## config.mk

```make
export PLATFORM = sky130hd
export DESIGN_NAME = bcwf_top
export DESIGN_NICKNAME = d
export VERILOG_FILES = /design/src/design/bcwf_pkg.sv /design/src/design/bcwf_crc16.sv /design/src/design/bcwf_ser.sv /design/src/design/bcwf_top.sv
export SDC_FILE = /design/constraint.sdc
export NUM_CORES = 1
export LEC_CHECK = 0
export BUFFER_PORTS_ARGS = -buffer_cell sky130_fd_sc_hd__buf_2
export CAP_MARGIN = 20
export CORE_ASPECT_RATIO = 0.7
export CORE_UTILIZATION = 40
export DETAILED_ROUTE_END_ITERATION = 10
export PLACE_DENSITY = 0.64
export SYNTH_ARGS = -nofsm -noshare
export SYNTH_HDL_FRONTEND = slang
export SYNTH_SLANG_ARGS = --single-unit
```

## constraint.sdc

```tcl
create_clock -name hclk -period 5.08 [get_ports hclk]
set_clock_uncertainty 0.1 [all_clocks]
set_input_delay 0.254 -clock hclk [delete_from_list [all_inputs] [get_ports hclk]]
set_output_delay 0.254 -clock hclk [all_outputs]
set_load 0.05 [all_outputs]
```

## src/design/bcwf_pkg.sv

```systemverilog
// constants, layouts and states of the capture word formatter
// assumes one word clock; every user of it names bcwf_pkg:: explicitly
package bcwf_pkg;
  localparam int WORD_W = 24;
  localparam int INFO_W = 16;
  typedef struct packed {
    logic       msb;
    logic [2:0] label;
    logic [3:0] content;
    logic [15:0] info;
  } bcwf_word_t;
  typedef struct packed {
    logic [3:0]  label;
    logic [3:0]  content;
    logic [15:0] info;
  } bcwf_cap_t;
  localparam logic [7:0] OFS_CTRL = 8'h00;
  localparam logic [7:0] OFS_FLEN = 8'h04;
  localparam logic [7:0] OFS_LBL  = 8'h08;
  localparam logic [7:0] OFS_STAT = 8'h0c;
  localparam logic [7:0] OFS_OVFC = 8'h10;
  localparam int CTRL_RUN  = 0;
  localparam int CTRL_PAR  = 1;
  localparam int CTRL_CRC  = 2;
  localparam int CTRL_TIME = 3;
  localparam int CTRL_RSP  = 4;
  localparam logic [4:0]  CTRL_RST = 5'h00;
  localparam logic [9:0]  FLEN_RST = 10'h080;
  localparam logic [9:0]  FLEN_MIN = 10'h080;
  localparam logic [9:0]  FLEN_MAX = 10'h200;
  localparam logic [19:0] LBL_RST  = 20'h07010;
  localparam logic [3:0]  CL_OVF   = 4'h0;
  localparam logic [3:0]  CL_THI   = 4'h4;
  localparam logic [3:0]  CL_TLO   = 4'h5;
  localparam logic [3:0]  CL_TUS   = 4'h6;
  localparam logic [3:0]  CL_TRSP  = 4'h3;
  localparam logic [15:0] FILL_INFO = 16'haaaa;
  localparam logic [23:0] SYNC_WORD = 24'hfaf320;
  localparam logic [15:0] CRC_POLY  = 16'h8005;
  localparam logic [15:0] CRC_INIT  = 16'h0000;
  localparam logic [4:0]  SER_BITS  = 5'h18;
  typedef enum logic [2:0] {
    ST_SYNC, ST_THI, ST_TLO, ST_TUS, ST_TRSP, ST_DATA, ST_CRCW
  } bcwf_state_t;
  typedef enum logic [2:0] {
    K_SYNC, K_TIME, K_DATA, K_FILL, K_OVF, K_CRC
  } bcwf_kind_t;
endpackage

```

## src/design/bcwf_crc16.sv

```systemverilog
// frame check accumulator, one 24-bit word per enable, msb first
// assumes the caller never feeds the check word itself
module bcwf_crc16 (
  input  wire logic        hclk,
  input  wire logic        hresetn,
  input  wire logic        en,
  input  wire logic        clear,
  input  wire logic [23:0] word,
  output logic      [15:0] crc_r
);
  function automatic logic [15:0] bcwf_upd(input logic [15:0] c, input logic [23:0] d);
    logic [15:0] r;
    logic        fb;
    r = c;
    for (int i = 23; i >= 0; i--) begin
      fb = r[15] ^ d[i];
      r  = {r[14:0], 1'b0};
      if (fb) begin
        r = r ^ bcwf_pkg::CRC_POLY; // RL12
      end
    end
    return r;
  endfunction

  always_ff @(posedge hclk or negedge hresetn) begin
    if (!hresetn) begin
      crc_r <= bcwf_pkg::CRC_INIT;
    end else if (en) begin
      crc_r <= bcwf_upd(clear ? bcwf_pkg::CRC_INIT : crc_r, word);
    end
  end
endmodule

```

## src/design/bcwf_ser.sv

```systemverilog
// word serializer, msb first, one bit per divider tick
// assumes load only while ready is high
module bcwf_ser #(
  parameter int DIV = 4
) (
  input  wire logic        hclk,
  input  wire logic        hresetn,
  input  wire logic        load,
  input  wire logic [23:0] word,
  output logic             ready,
  output logic             pcm_bit_r,
  output logic             pcm_stb_r
);
  logic [7:0]  div_r;
  logic [23:0] shift_r;
  logic [4:0]  cnt_r;
  logic        tick;

  assign tick  = (div_r == 8'(DIV - 1));
  // accept the next word on the last tick so bits stay back to back
  assign ready = (cnt_r == 5'h00) || (cnt_r == 5'h01 && tick);

  always_ff @(posedge hclk or negedge hresetn) begin
    if (!hresetn) begin
      div_r <= 8'h00;
    end else begin
      div_r <= tick ? 8'h00 : div_r + 8'h01;
    end
  end

  always_ff @(posedge hclk or negedge hresetn) begin
    if (!hresetn) begin
      shift_r <= 24'h000000;
      cnt_r   <= 5'h00;
    end else if (load) begin
      shift_r <= word;
      cnt_r   <= bcwf_pkg::SER_BITS;
    end else if (tick && cnt_r != 5'h00) begin
      shift_r <= {shift_r[22:0], 1'b0}; // RL17
      cnt_r   <= cnt_r - 5'h01;
    end
  end

  always_ff @(posedge hclk or negedge hresetn) begin
    if (!hresetn) begin
      pcm_bit_r <= 1'b0;
      pcm_stb_r <= 1'b0;
    end else begin
      pcm_stb_r <= tick && cnt_r != 5'h00;
      if (tick && cnt_r != 5'h00) begin
        pcm_bit_r <= shift_r[23]; // RL17
      end
    end
  end

  a_ser_msb: assert property (@(posedge hclk) disable iff (!hresetn) // RL17
    pcm_stb_r |-> pcm_bit_r == $past(shift_r[23]))
    else $error("serializer bit not from shift msb");
  a_ser_shift: assert property (@(posedge hclk) disable iff (!hresetn) // RL17
    tick && cnt_r != 5'h00 && !load |=> shift_r[23] == $past(shift_r[22]))
    else $error("serializer does not shift towards msb");
endmodule

```

## src/design/bcwf_top.sv

```systemverilog
// capture word formatter: builds 24-bit formatted words into PCM frames
// assumes capture, overflow and time inputs come from logic on hclk
//
// Notes on behaviour
// (RL1) every output word is 24 bits
// (RL2) parity option: msb makes word odd parity
// (RL3) label 3 bits with parity, 4 without
// (RL4) one label per bus or channel group
// (RL5) every word gets a 4-bit content label
// (RL6) information bits copied in original order
// (RL7) idle slots carry fill pattern aaaa
// (RL8) overflow marker first, content 0000, source label
// (RL9) marker low 16 bits carry diagnostics
// (RL10) crc word is last word of frame
// (RL11) crc word: labels above, check below
// (RL12) check polynomial x16+x15+x2+1
// (RL13) check word excluded from its own check
// (RL14) crc content label should avoid 1xxx codes
// (RL15) high, low, microsecond time words, bit order
// (RL16) optional response time word after microseconds
// (RL17) serial output msb first
// (RL18) fixed frame length 128 to 512 words
// (RL19) label bits 2-4, content bits 5-8
// (RL20) configuration frozen while recording
//
// Our own choices: the AHB-Lite slave port and the placing of the registers.
module bcwf_top #(
  parameter int BIT_DIV = 4
) (
  input  wire logic                hclk,
  input  wire logic                hresetn,
  input  wire logic                hsel,
  input  wire logic [31:0]         haddr,
  input  wire logic [1:0]          htrans,
  input  wire logic                hwrite,
  input  wire logic [2:0]          hsize,
  input  wire logic [31:0]         hwdata,
  input  wire logic                hready,
  output logic      [31:0]         hrdata,
  output logic                     hreadyout,
  output logic                     hresp,
  input  wire logic                cap_valid,
  output logic                     cap_ready,
  input  wire bcwf_pkg::bcwf_cap_t cap_word,
  input  wire logic                ovf_evt,
  input  wire logic [3:0]          ovf_label,
  input  wire logic [15:0]         time_hi,
  input  wire logic [15:0]         time_lo,
  input  wire logic [15:0]         time_us,
  input  wire logic [15:0]         time_rsp,
  output logic                     pcm_bit,
  output logic                     pcm_stb,
  output logic [23:0]              fmt_word,
  output logic                     fmt_valid,
  output logic                     frame_start
);
  logic [4:0]            ctrl_r;
  logic [9:0]            flen_r;
  logic [19:0]           lbl_r;
  logic [15:0]           fcnt_r;
  logic [15:0]           ovfc_r;
  logic                  ovf_pend_r;
  logic [3:0]            ovf_lbl_r;
  logic [9:0]            idx_r;
  bcwf_pkg::bcwf_state_t state_r;
  bcwf_pkg::bcwf_state_t state_nxt;
  bcwf_pkg::bcwf_kind_t  kind_r;
  bcwf_pkg::bcwf_kind_t  kind_nxt;
  logic                  ap_act_r;
  logic                  ap_we_r;
  logic [7:0]            ap_addr_r;
  logic [31:0]           rdata_r;
  logic                  ser_ready;
  logic                  go;
  logic                  busy;
  logic                  par_en;
  logic                  crc_en;
  logic                  time_en;
  logic                  rsp_en;
  logic                  last_slot;
  logic [15:0]           crc;
  logic [3:0]            w_label;
  logic [3:0]            w_content;
  logic [15:0]           w_info;
  logic [22:0]           w_low;
  logic [23:0]           word;
  logic [9:0]            wd_len;

  assign par_en  = ctrl_r[bcwf_pkg::CTRL_PAR];
  assign crc_en  = ctrl_r[bcwf_pkg::CTRL_CRC];
  assign time_en = ctrl_r[bcwf_pkg::CTRL_TIME];
  assign rsp_en  = ctrl_r[bcwf_pkg::CTRL_RSP];
  // a frame in flight always completes after run is cleared
  assign busy    = ctrl_r[bcwf_pkg::CTRL_RUN] || state_r != bcwf_pkg::ST_SYNC;
  assign go      = ser_ready && busy;
  assign last_slot = (idx_r == flen_r - 10'h001);

  // bus slave: zero wait states, always okay
  assign hreadyout = 1'b1;
  assign hresp     = 1'b0;
  assign hrdata    = rdata_r;
  assign wd_len    = hwdata[9:0];

  always_ff @(posedge hclk or negedge hresetn) begin
    if (!hresetn) begin
      ap_act_r  <= 1'b0;
      ap_we_r   <= 1'b0;
      ap_addr_r <= 8'h00;
    end else if (hready) begin
      ap_act_r  <= hsel && htrans[1];
      ap_we_r   <= hwrite;
      ap_addr_r <= haddr[7:0];
    end
  end

  always_ff @(posedge hclk or negedge hresetn) begin
    if (!hresetn) begin
      rdata_r <= 32'h00000000;
    end else if (hready && hsel && htrans[1] && !hwrite) begin
      case (haddr[7:0])
        bcwf_pkg::OFS_CTRL: rdata_r <= {27'h0000000, ctrl_r};
        bcwf_pkg::OFS_FLEN: rdata_r <= {22'h000000, flen_r};
        bcwf_pkg::OFS_LBL:  rdata_r <= {12'h000, lbl_r};
        bcwf_pkg::OFS_STAT: rdata_r <= {14'h0000, busy, ovf_pend_r, fcnt_r};
        bcwf_pkg::OFS_OVFC: rdata_r <= {16'h0000, ovfc_r};
        default:            rdata_r <= 32'h00000000;
      endcase
    end
  end

  always_ff @(posedge hclk or negedge hresetn) begin
    if (!hresetn) begin
      ctrl_r <= bcwf_pkg::CTRL_RST;
      flen_r <= bcwf_pkg::FLEN_RST;
      lbl_r  <= bcwf_pkg::LBL_RST;
    end else if (ap_act_r && ap_we_r) begin
      if (ap_addr_r == bcwf_pkg::OFS_CTRL) begin
        ctrl_r[bcwf_pkg::CTRL_RUN] <= hwdata[bcwf_pkg::CTRL_RUN];
        if (!busy) begin
          ctrl_r[4:1] <= hwdata[4:1]; // RL20
        end
      end
      if (ap_addr_r == bcwf_pkg::OFS_FLEN && !busy) begin
        if (hwdata[31:10] != 22'h000000 || wd_len > bcwf_pkg::FLEN_MAX) begin
          flen_r <= bcwf_pkg::FLEN_MAX; // RL18
        end else if (wd_len < bcwf_pkg::FLEN_MIN) begin
          flen_r <= bcwf_pkg::FLEN_MIN; // RL18
        end else begin
          flen_r <= wd_len;
        end
      end
      if (ap_addr_r == bcwf_pkg::OFS_LBL && !busy) begin
        lbl_r <= hwdata[19:0]; // RL20
      end
    end
  end

  // overflow marker pending: a new event in the clearing cycle wins
  always_ff @(posedge hclk or negedge hresetn) begin
    if (!hresetn) begin
      ovf_pend_r <= 1'b0;
      ovf_lbl_r  <= 4'h0;
      ovfc_r     <= 16'h0000;
    end else begin
      if (ovf_evt) begin
        ovf_pend_r <= 1'b1; // RL8
        ovf_lbl_r  <= ovf_label;
        ovfc_r     <= ovfc_r + 16'h0001;
      end else if (go && kind_nxt == bcwf_pkg::K_OVF) begin
        ovf_pend_r <= 1'b0;
      end
    end
  end

  assign cap_ready = go && state_r == bcwf_pkg::ST_DATA && !ovf_pend_r; // RL8

  always_comb begin
    kind_nxt  = bcwf_pkg::K_FILL;
    w_label   = lbl_r[3:0];
    w_content = lbl_r[7:4];
    w_info    = bcwf_pkg::FILL_INFO; // RL7
    case (state_r)
      bcwf_pkg::ST_SYNC: begin
        kind_nxt = bcwf_pkg::K_SYNC;
      end
      bcwf_pkg::ST_THI, bcwf_pkg::ST_TLO, bcwf_pkg::ST_TUS, bcwf_pkg::ST_TRSP: begin
        kind_nxt = bcwf_pkg::K_TIME;
        w_label  = lbl_r[19:16];
        case (state_r)
          bcwf_pkg::ST_THI: begin
            w_content = bcwf_pkg::CL_THI; // RL15
            w_info    = time_hi;
          end
          bcwf_pkg::ST_TLO: begin
            w_content = bcwf_pkg::CL_TLO; // RL15
            w_info    = time_lo;
          end
          bcwf_pkg::ST_TUS: begin
            w_content = bcwf_pkg::CL_TUS; // RL15
            w_info    = time_us;
          end
          default: begin
            w_content = bcwf_pkg::CL_TRSP; // RL16
            w_info    = time_rsp;
          end
        endcase
      end
      bcwf_pkg::ST_CRCW: begin
        kind_nxt  = bcwf_pkg::K_CRC;
        w_label   = lbl_r[11:8]; // RL11
        w_content = lbl_r[15:12]; // RL14
        w_info    = crc; // RL11
      end
      bcwf_pkg::ST_DATA: begin
        if (ovf_pend_r) begin
          kind_nxt  = bcwf_pkg::K_OVF;
          w_label   = ovf_lbl_r; // RL8
          w_content = bcwf_pkg::CL_OVF; // RL8
          w_info    = ovfc_r; // RL9
        end else if (cap_valid) begin
          kind_nxt  = bcwf_pkg::K_DATA;
          w_label   = cap_word.label; // RL4
          w_content = cap_word.content; // RL5
          w_info    = cap_word.info; // RL6
        end
      end
      default: begin
        kind_nxt = bcwf_pkg::K_FILL;
      end
    endcase
  end

  // bit 1 is the msb: parity, or the top label bit when parity is off
  assign w_low = {w_label[2:0], w_content, w_info}; // RL19
  always_comb begin
    if (kind_nxt == bcwf_pkg::K_SYNC) begin
      word = bcwf_pkg::SYNC_WORD;
    end else if (par_en) begin
      word = {~^w_low, w_low}; // RL2
    end else begin
      word = {w_label[3], w_low}; // RL3
    end
  end

  always_comb begin
    state_nxt = state_r;
    case (state_r)
      bcwf_pkg::ST_SYNC: state_nxt = time_en ? bcwf_pkg::ST_THI : bcwf_pkg::ST_DATA;
      bcwf_pkg::ST_THI:  state_nxt = bcwf_pkg::ST_TLO;
      bcwf_pkg::ST_TLO:  state_nxt = bcwf_pkg::ST_TUS;
      bcwf_pkg::ST_TUS:  state_nxt = rsp_en ? bcwf_pkg::ST_TRSP : bcwf_pkg::ST_DATA; // RL16
      bcwf_pkg::ST_TRSP: state_nxt = bcwf_pkg::ST_DATA;
      bcwf_pkg::ST_CRCW: state_nxt = bcwf_pkg::ST_SYNC;
      default:           state_nxt = bcwf_pkg::ST_DATA;
    endcase
    if (state_r != bcwf_pkg::ST_CRCW) begin
      if (last_slot) begin
        state_nxt = bcwf_pkg::ST_SYNC; // RL18
      end else if (crc_en && idx_r == flen_r - 10'h002) begin
        state_nxt = bcwf_pkg::ST_CRCW; // RL10
      end
    end
  end

  always_ff @(posedge hclk or negedge hresetn) begin
    if (!hresetn) begin
      state_r <= bcwf_pkg::ST_SYNC;
      idx_r   <= 10'h000;
      fcnt_r  <= 16'h0000;
    end else if (go) begin
      state_r <= state_nxt;
      idx_r   <= last_slot ? 10'h000 : idx_r + 10'h001; // RL18
      if (state_r == bcwf_pkg::ST_SYNC) begin
        fcnt_r <= fcnt_r + 16'h0001;
      end
    end
  end

  always_ff @(posedge hclk or negedge hresetn) begin
    if (!hresetn) begin
      fmt_word    <= 24'h000000;
      fmt_valid   <= 1'b0;
      frame_start <= 1'b0;
      kind_r      <= bcwf_pkg::K_SYNC;
    end else begin
      fmt_valid   <= go;
      frame_start <= go && state_r == bcwf_pkg::ST_SYNC;
      if (go) begin
        fmt_word <= word; // RL1
        kind_r   <= kind_nxt;
      end
    end
  end

  bcwf_crc16 u_crc (
    .hclk    (hclk),
    .hresetn (hresetn),
    .en      (go && state_r != bcwf_pkg::ST_CRCW), // RL13
    .clear   (state_r == bcwf_pkg::ST_SYNC),
    .word    (word),
    .crc_r   (crc)
  );

  bcwf_ser #(
    .DIV (BIT_DIV)
  ) u_ser (
    .hclk      (hclk),
    .hresetn   (hresetn),
    .load      (go),
    .word      (word),
    .ready     (ser_ready),
    .pcm_bit_r (pcm_bit),
    .pcm_stb_r (pcm_stb)
  );

  a_odd_parity: assert property (@(posedge hclk) disable iff (!hresetn) // RL2
    fmt_valid && par_en && kind_r != bcwf_pkg::K_SYNC |-> ^fmt_word)
    else $error("formatted word lacks odd parity");
  a_fill_pattern: assert property (@(posedge hclk) disable iff (!hresetn) // RL7
    fmt_valid && kind_r == bcwf_pkg::K_FILL |-> fmt_word[15:0] == bcwf_pkg::FILL_INFO)
    else $error("fill word pattern wrong");
  a_ovf_marker: assert property (@(posedge hclk) disable iff (!hresetn) // RL8
    fmt_valid && kind_r == bcwf_pkg::K_OVF |-> fmt_word[19:16] == bcwf_pkg::CL_OVF
      && fmt_word[22:20] == $past(ovf_lbl_r[2:0]))
    else $error("overflow marker labels wrong");
  a_ovf_before_data: assert property (@(posedge hclk) disable iff (!hresetn) // RL8
    ovf_evt |=> !cap_ready throughout (ovf_pend_r [*1]))
    else $error("data taken before overflow marker");
  a_data_copy: assert property (@(posedge hclk) disable iff (!hresetn) // RL6
    cap_valid && cap_ready |=> fmt_word[15:0] == $past(cap_word.info)
      && fmt_word[19:16] == $past(cap_word.content))
    else $error("captured bits not copied in order");
  a_crc_last: assert property (@(posedge hclk) disable iff (!hresetn) // RL10
    go && state_r == bcwf_pkg::ST_CRCW |-> last_slot && crc_en)
    else $error("crc word not in last slot");
  a_crc_value: assert property (@(posedge hclk) disable iff (!hresetn) // RL13
    fmt_valid && kind_r == bcwf_pkg::K_CRC |-> fmt_word[15:0] == crc)
    else $error("crc word does not hold frame check");
  a_sync_first: assert property (@(posedge hclk) disable iff (!hresetn) // RL18
    frame_start |-> fmt_word == bcwf_pkg::SYNC_WORD && kind_r == bcwf_pkg::K_SYNC)
    else $error("frame does not open with sync");
  a_frame_len: assert property (@(posedge hclk) disable iff (!hresetn) // RL18
    frame_start |-> ##1 (!frame_start)[*8])
    else $error("frame shorter than minimum");
  a_cfg_frozen: assert property (@(posedge hclk) disable iff (!hresetn) // RL20
    busy && $past(busy) |-> $stable(ctrl_r[4:1]) && $stable(flen_r))
    else $error("configuration changed while recording");
  c_ovf_marker: cover property (@(posedge hclk) disable iff (!hresetn)
    fmt_valid && kind_r == bcwf_pkg::K_OVF);
  c_crc_word: cover property (@(posedge hclk) disable iff (!hresetn)
    fmt_valid && kind_r == bcwf_pkg::K_CRC);
  c_time_word: cover property (@(posedge hclk) disable iff (!hresetn)
    fmt_valid && kind_r == bcwf_pkg::K_TIME);
  c_data_fill: cover property (@(posedge hclk) disable iff (!hresetn)
    fmt_valid && kind_r == bcwf_pkg::K_DATA ##1 fmt_valid && kind_r == bcwf_pkg::K_FILL);
endmodule

```

# Word level (Yosys, flattened, before mapping)
# Index checks and enable logic that the tools add are counted.
[totals]
reg_bits = 208
latchBits = 0
ramBits = 0
rom_bits = 0
out_inout_bits = 63
word_cells = 219
n_memories = 0
[classes]
n_addsub = 7
mul = 0
div = 0
order_cmp = 2
eq_ne = 18
shift = 0
muxes = 81
bitwise = 49
n_reduce_logical = 39
[op_table]
columns = ["op", "count"]
rows = [
  ["$mux 16", 50],
  ["$pmux 20 s5", 1],
  ["$mux 24", 4],
  ["$pmux 16 s3", 2],
  ["$not 3->3", 24],
  ["$add 16x1->16 const B", 2],
  ["$mux 10", 3],
  ["$eq 8x4->1 const B", 3],
  ["$pmux 4 s3", 2],
  ["$xor 1x1->1", 24],
  ["$reduce_xnor 23->1", 1],
  ["$reduce_bool 22->1", 1],
  ["$eq 10x10->1", 2],
  ["$eq 8x3->1 const B", 2],
  ["$logic_and 1x1->1", 16],
  ["$logic_not 8->1", 2],
  ["$mux 4", 4],
  ["$mux 3", 5],
  ["$pmux 3 s5", 1],
  ["$eq 3x3->1 const B", 4],
  ["$pmux 3 s4", 1],
  ["$add 10x1->10 const B", 1],
  ["$gt 10x10->1 const B", 1],
  ["$lt 10x8->1 const B", 1],
  ["other kinds (25)", 39],
]

# Longest topological paths before layout
[logic_depth]
depth_word = 77
ltp_mapped = 15

# Modules after synthesis
# Synthesis repeated with hierarchy kept, for this count alone.
[hier_totals]
hier_cells = 1211
hier_area_um2 = 12136.6
[modules_own_cells]
columns = ["module", "instances", "cells_per_inst", "area_per_inst_um2"]
rows = [
  ["bcwf_top", 1, 892, 8660.8],
  ["bcwf_ser", 1, 180, 2015.7],
  ["bcwf_crc16", 1, 139, 1460.2],
]

# Worst setup path before layout
# Ideal clock, no wire load.
[synth_path]
path_kind = "reg-to-reg"
start = "register state_r[0]"
end = "register u_crc.crc_r[0]"
arrival_time_ns = 3.191
setup_slack_ns = 1.713
path_stages_with_launch = 15
path_buffers = 3
synth_period_minus_slack_ns = 3.367
cell_sequence = "dfrtp_1 -> buf_6 -> buf_6 -> buf_6 -> and3_4 -> a221oi_2 -> nand2_1 -> a2111o_1 -> nand3_1 -> nor3b_2 -> xnor2_2 -> xnor3_1 -> xnor3_2 -> xnor3_1 -> o21ai_1"
[synth_via]
elab_chain_len = 77
[synth_lines]
columns = ["element", "line", "source"]
rows = [
  ["start: declaration", "bcwf_top.sv:65", "bcwf_pkg::bcwf_state_t state_r;"],
  ["start signal: assignment", "bcwf_top.sv:267", "state_r <= bcwf_pkg::ST_SYNC;"],
  ["start signal: assignment", "bcwf_top.sv:271", "state_r <= state_nxt;"],
  ["$eq 3x2->1 (tied with other cells)", "bcwf_top.sv:182, bcwf_top.sv:189", ""],
  ["$pmux 16 s3 (tied with other cells)", "bcwf_top.sv:189", "case (state_r)"],
  ["$pmux 16 s3 or $pmux 4 s3 (tied branches)", "bcwf_top.sv:182", "case (state_r)"],
  ["$reduce_xnor 23->1", "bcwf_top.sv:239", "word = {~^w_low, w_low};"],
  ["$mux 24", "bcwf_top.sv:238", "end else if (par_en) begin"],
  ["$mux 24", "bcwf_top.sv:236", "if (kind_nxt == bcwf_pkg::K_SYNC) begin"],
  ["$xor 1x1->1", "bcwf_crc16.sv:16", "fb = r[15] ^ d[i];"],
  ["$mux 16", "bcwf_crc16.sv:18", "if (fb) begin"],
  ["[61 not listed]", "n/a", ""],
  ["$xor 1x1->1", "bcwf_crc16.sv:16", ""],
  ["$mux 16", "bcwf_crc16.sv:18", ""],
  ["$mux 16", "bcwf_crc16.sv:28", "end else if (en) begin"],
  ["$xor 1x1->1", "bcwf_crc16.sv:16", ""],
  ["$mux 16", "bcwf_crc16.sv:18", ""],
  ["$mux 16", "bcwf_crc16.sv:28", ""],
  ["$xor 1x1->1", "bcwf_crc16.sv:16", ""],
  ["$mux 16", "bcwf_crc16.sv:18", ""],
  ["end signal: assignment", "bcwf_crc16.sv:27", "crc_r <= bcwf_pkg::CRC_INIT;"],
  ["end signal: assignment", "bcwf_crc16.sv:29", "crc_r <= bcwf_upd(clear ? bcwf_pkg::CRC_INIT : crc_r, word);"],
  ["end: declaration", "bcwf_crc16.sv:9", "output logic [15:0] crc_r"],
]
# Several ways; a longest one is shown, not always the timed one. The select of a mux whose other input is x is not followed.
# A chain may end at the register's enable or synchronous reset.

# Worst setup path after layout
[layout_path]
start = "register state_r[1]"
end = "register u_crc.crc_r[0]"
# The elaborated chain is that of the path after synthesis.

==> flow_summary.yaml <==
timing:
  finalCritPeriodShare_pct: 86.8
  relSlewSlack_pct: 23.2
  rsz0062_at_grt: "false"
  finalHoldViolations: 0
  worst_slack_ps: 673
  finalSetupTns_ps: 0
  min_period_ps: 4410
  worst_slew_pin_slew_ps: 1140
  clock.fmax_ghz: 0.227
  maxSlewViolCount: 0
  setup_viol: 0
finish:
  diodes: 0
  layout-area-overhead-vs-synth_pct: 17.8
  final-seq-area_mm2: 0.00491
  multi_input_comb_area_mm2: 0.00623
  layout-drive-gt1-share_pct: 24.5
  nFillCells: 2643
  finalNonFillerCells: 1766
  final_net_count: 1559
clock_tree:
  clk_pin_slew_ps: 80
  cts-root-buf: "clkbuf_16"
  cts_tree: "yes"
  clk_latency_ps: 460
  htree_levels: 4
  numCtsBuffers: 17
  cts.sinks: 196
  clockBufferDepth: 2
drt:
  routed-via-count: 9976
  wl_um: 36200
  drc_errors: 0
  avgViaCountPerCell: 5.65
  drtIter0Drc: 1025
  dr.pass1.iters: 8
  antenna_left: 0
  routedWlPerCell_um: 20.5
hold_path:
  min_to: "flen_r[1]"
  min_path_cells: 2
  hold_start: "hwdata[1]"
  min_path_type: "input port to register"
grt:
  grt_pass1_vias: 9640
  gr-usage-all-layers_pct: 25.3
  overflow: 0
  antenna_found_initial: 0
  grt_start_max_net_pins: 100
  grt_first_pass_wirelength_um: 56400
critical_path:
  cp_cell_sequence: "nor2b_1 -> a221oi_1 -> o21ai_1 -> xor2_1 -> xor2_1 -> xnor2_1 -> xnor3_1 -> a21oi_4 -> nand2_2 -> xnor3_1 -> o21ai_1"
  path_class: "register to register"
  critPathBufInv: 0
  max_stage_delay_ps: 780
  reg2reg_slack_ps: 670
  timing.rr.end: "u_crc.crc_r[0]"
  r2r-start: "state_r[1]"
  cp_top_family: "XOR/XNOR gates"
  crit_required_ps: 5370
  worstSetupStartpoint: "state_r[1]"
  r2r_cells: 11
  worst_path_max_delay_cell: "nor2b_1"
  crit_fanout: 20
  arrival_ps: 4700
  start_kind: "register"
  critPathCaptureType: "register"
placement:
  dp_cells: 1702
  gp_congestion: 0.950
  place_ws_ps: 840
  dp_hpwl_um: 27400
  io_buffers: 188
logic_synthesis:
  synth_async_sr_flop_share_pct: 100
  ys_types: 83
  ys_seq_elements: 196
  netlist_area_mm2: 0.0117
  synth-main-ff-cell: "dfrtp_1"
  seq_area_frac_synth_pct: 42.1
  synthCells: 1196
  ys_warn_count: 0
  synth_edf_count: 0
  syn_area_per_cell_um2: 9.75
status:
  outcome: "finished, final reports clean"
die:
  core_area_mm2: 0.0282
  initial_core_util_pct: 41.3
  die_h_um: 145
  rows: 51
  die_area_mm2: 0.0298
  pin_count: 231
  die_w_um: 206
power:
  p_per_area_mw_per_mm2: 743
  total_leakage_power_uw: 0.00613
  vdd_drop_max_v: 0.00108
job:
  max_cap_viol_count: 0
[worst register-to-register path, stage by stage (launching register included)]
cell,delay [ps]
dfrtp_2,610
nor2b_1,790
a221oi_1,250
o21ai_1,420
xor2_1,300
xor2_1,300
xnor2_1,240
xnor3_1,430
a21oi_4,240
nand2_2,150
xnor3_1,400
o21ai_1,120
[cells in the final DEF (no fill, tap or decap), types with 9 or more instances in the layout]
| master | netlist | final |
|---|---|---|
| nand4_1 | 12 | 12 |
| a22o_1 | 11 | 11 |
| and3_1 | 13 | 13 |
| o21ai_1 | 12 | 12 |
| a31oi_1 | 12 | 12 |
| xor2_1 | 41 | 41 |
| xnor2_1 | 98 | 98 |
| nor3_1 | 11 | 10 |
| inv_1 | 25 | 25 |
| a21oi_1 | 25 | 25 |
| buf_4 | 19 | 22 |
| nand2b_1 | 9 | 9 |
| a222oi_1 | 12 | 12 |
| nand2_1 | 150 | 150 |
| dlygate4sd3_1 | 0 | 31 |
| dfrtp_1 | 191 | 189 |
| ha_1 | 9 | 9 |
| mux2_2 | 57 | 57 |
| mux2i_1 | 24 | 24 |
| clkbuf_16 | 0 | 17 |
| o21ai_0 | 72 | 72 |
| nor2_1 | 100 | 100 |
| a32oi_1 | 12 | 12 |
| xnor3_1 | 9 | 9 |
| nor2b_1 | 15 | 15 |
| nand3_1 | 35 | 35 |
| a221oi_1 | 20 | 20 |
| conb_1 | 2 | 14 |
| a22oi_1 | 11 | 11 |
| nor4_1 | 11 | 11 |
| buf_2 | 16 | 187 |
| o221ai_1 | 9 | 9 |
[routing by layer]
layer	global-route usage [%]	share of wire (%)	vias to the layer above	wire length, µm
met5	0	0	-	0
met4	8.71	2.2	0	784
met3	5.93	8.9	54	3230
met2	36.3	43	449	15400
met1	36.9	46	4877	16800
li1	-	-	4596	-
[what timing repair did]
item / 4_1_cts / 5_1_grt
hold endpoints to repair: 129 / 0
hold buffers: 31 / 0
setup buffers: 0 / 0
gates resized for setup: 0 / 0
setup endpoints to repair: 0 / 0
[synthesized netlist by cell type (all sizes together) (13+ instances only)]
cell type	instances	area, µm²
dfrtp	191	4780
o21ai	85	429
mux2	57	642
a221oi	23	231
nor2	102	388
nor4	13	93.8
xor2	42	375
mux2i	24	240
a21oi	29	168
buf	45	313
clkbuf	41	154
and3	14	92.6
nand2	151	569
inv	26	97.6
xnor2	102	923
nand3	35	175
nor2b	15	93.8
[sequential cells by signal, indices dropped and copies added, names as in the netlist, 10 cells and up]
| name | cells |
|---|---|
| fcnt_r | 16 |
| flen_r | 10 |
| fmt_word | 24 |
| hrdata | 20 |
| idx_r | 10 |
| lbl_r | 20 |
| ovfc_r | 16 |
| u_crc.crc_r | 16 |
| u_ser.shift_r | 24 |
[report_power, final]
group	internal [µW]	switching [µW]
logic	3290	3170
registers	1910	412
clock network	711	718
[worst max path at each step]
stage | cells after the start | endpoint | slack [ps]
after detailed placement | 11 | u_crc.crc_r[15] | 840
final | 11 | u_crc.crc_r[0] | 670
after floorplan | 14 | u_crc.crc_r[0] | 1710
after global placement | 10 | u_crc.crc_r[0] | 880
after CTS | 10 | u_crc.crc_r[0] | 790
after global routing | 10 | u_crc.crc_r[0] | 450
[kinds of logic (layout without fill, tap and decap cells)]
family          count (synthesis)  after routing  synth area share [%]
simple gates                  397            397                  16.2
compound gates                244            244                  14.9
flops                         196            196                  42.1
xor+xnor                      154            154                  13.1
buf+inv                       112            299                  4.84
mux                            82             82                  7.76
fa+ha+maj                       9              9                 0.966
other cells                     2             14                0.0644
[layout make-up]
class / count / area share [%]
multi-input cells: 900 / 45.4
flip-flops and latches: 196 / 35.8
repair buffers: 241 / 10.4
well taps: 371 / 3.38
clock buffers: 17 / 3.10
clock inverters: 15 / 1.30
inverters: 26 / 0.710
[through the flow]
step           power (µW)  cell area (µm²)  util [%]  hold WS, ps
2_1_floorplan        7630            11700         -         -142
3_3_place_gp         8630            12800      45.4          293
3_5_place_dp         8730            12800      45.4          283
4_1_cts             10200            13700      48.7         10.3
5_1_grt             10700            13700      48.7         29.1
6_report            10200            13700      48.7         27.6
(Power assumes the default switching activity.)
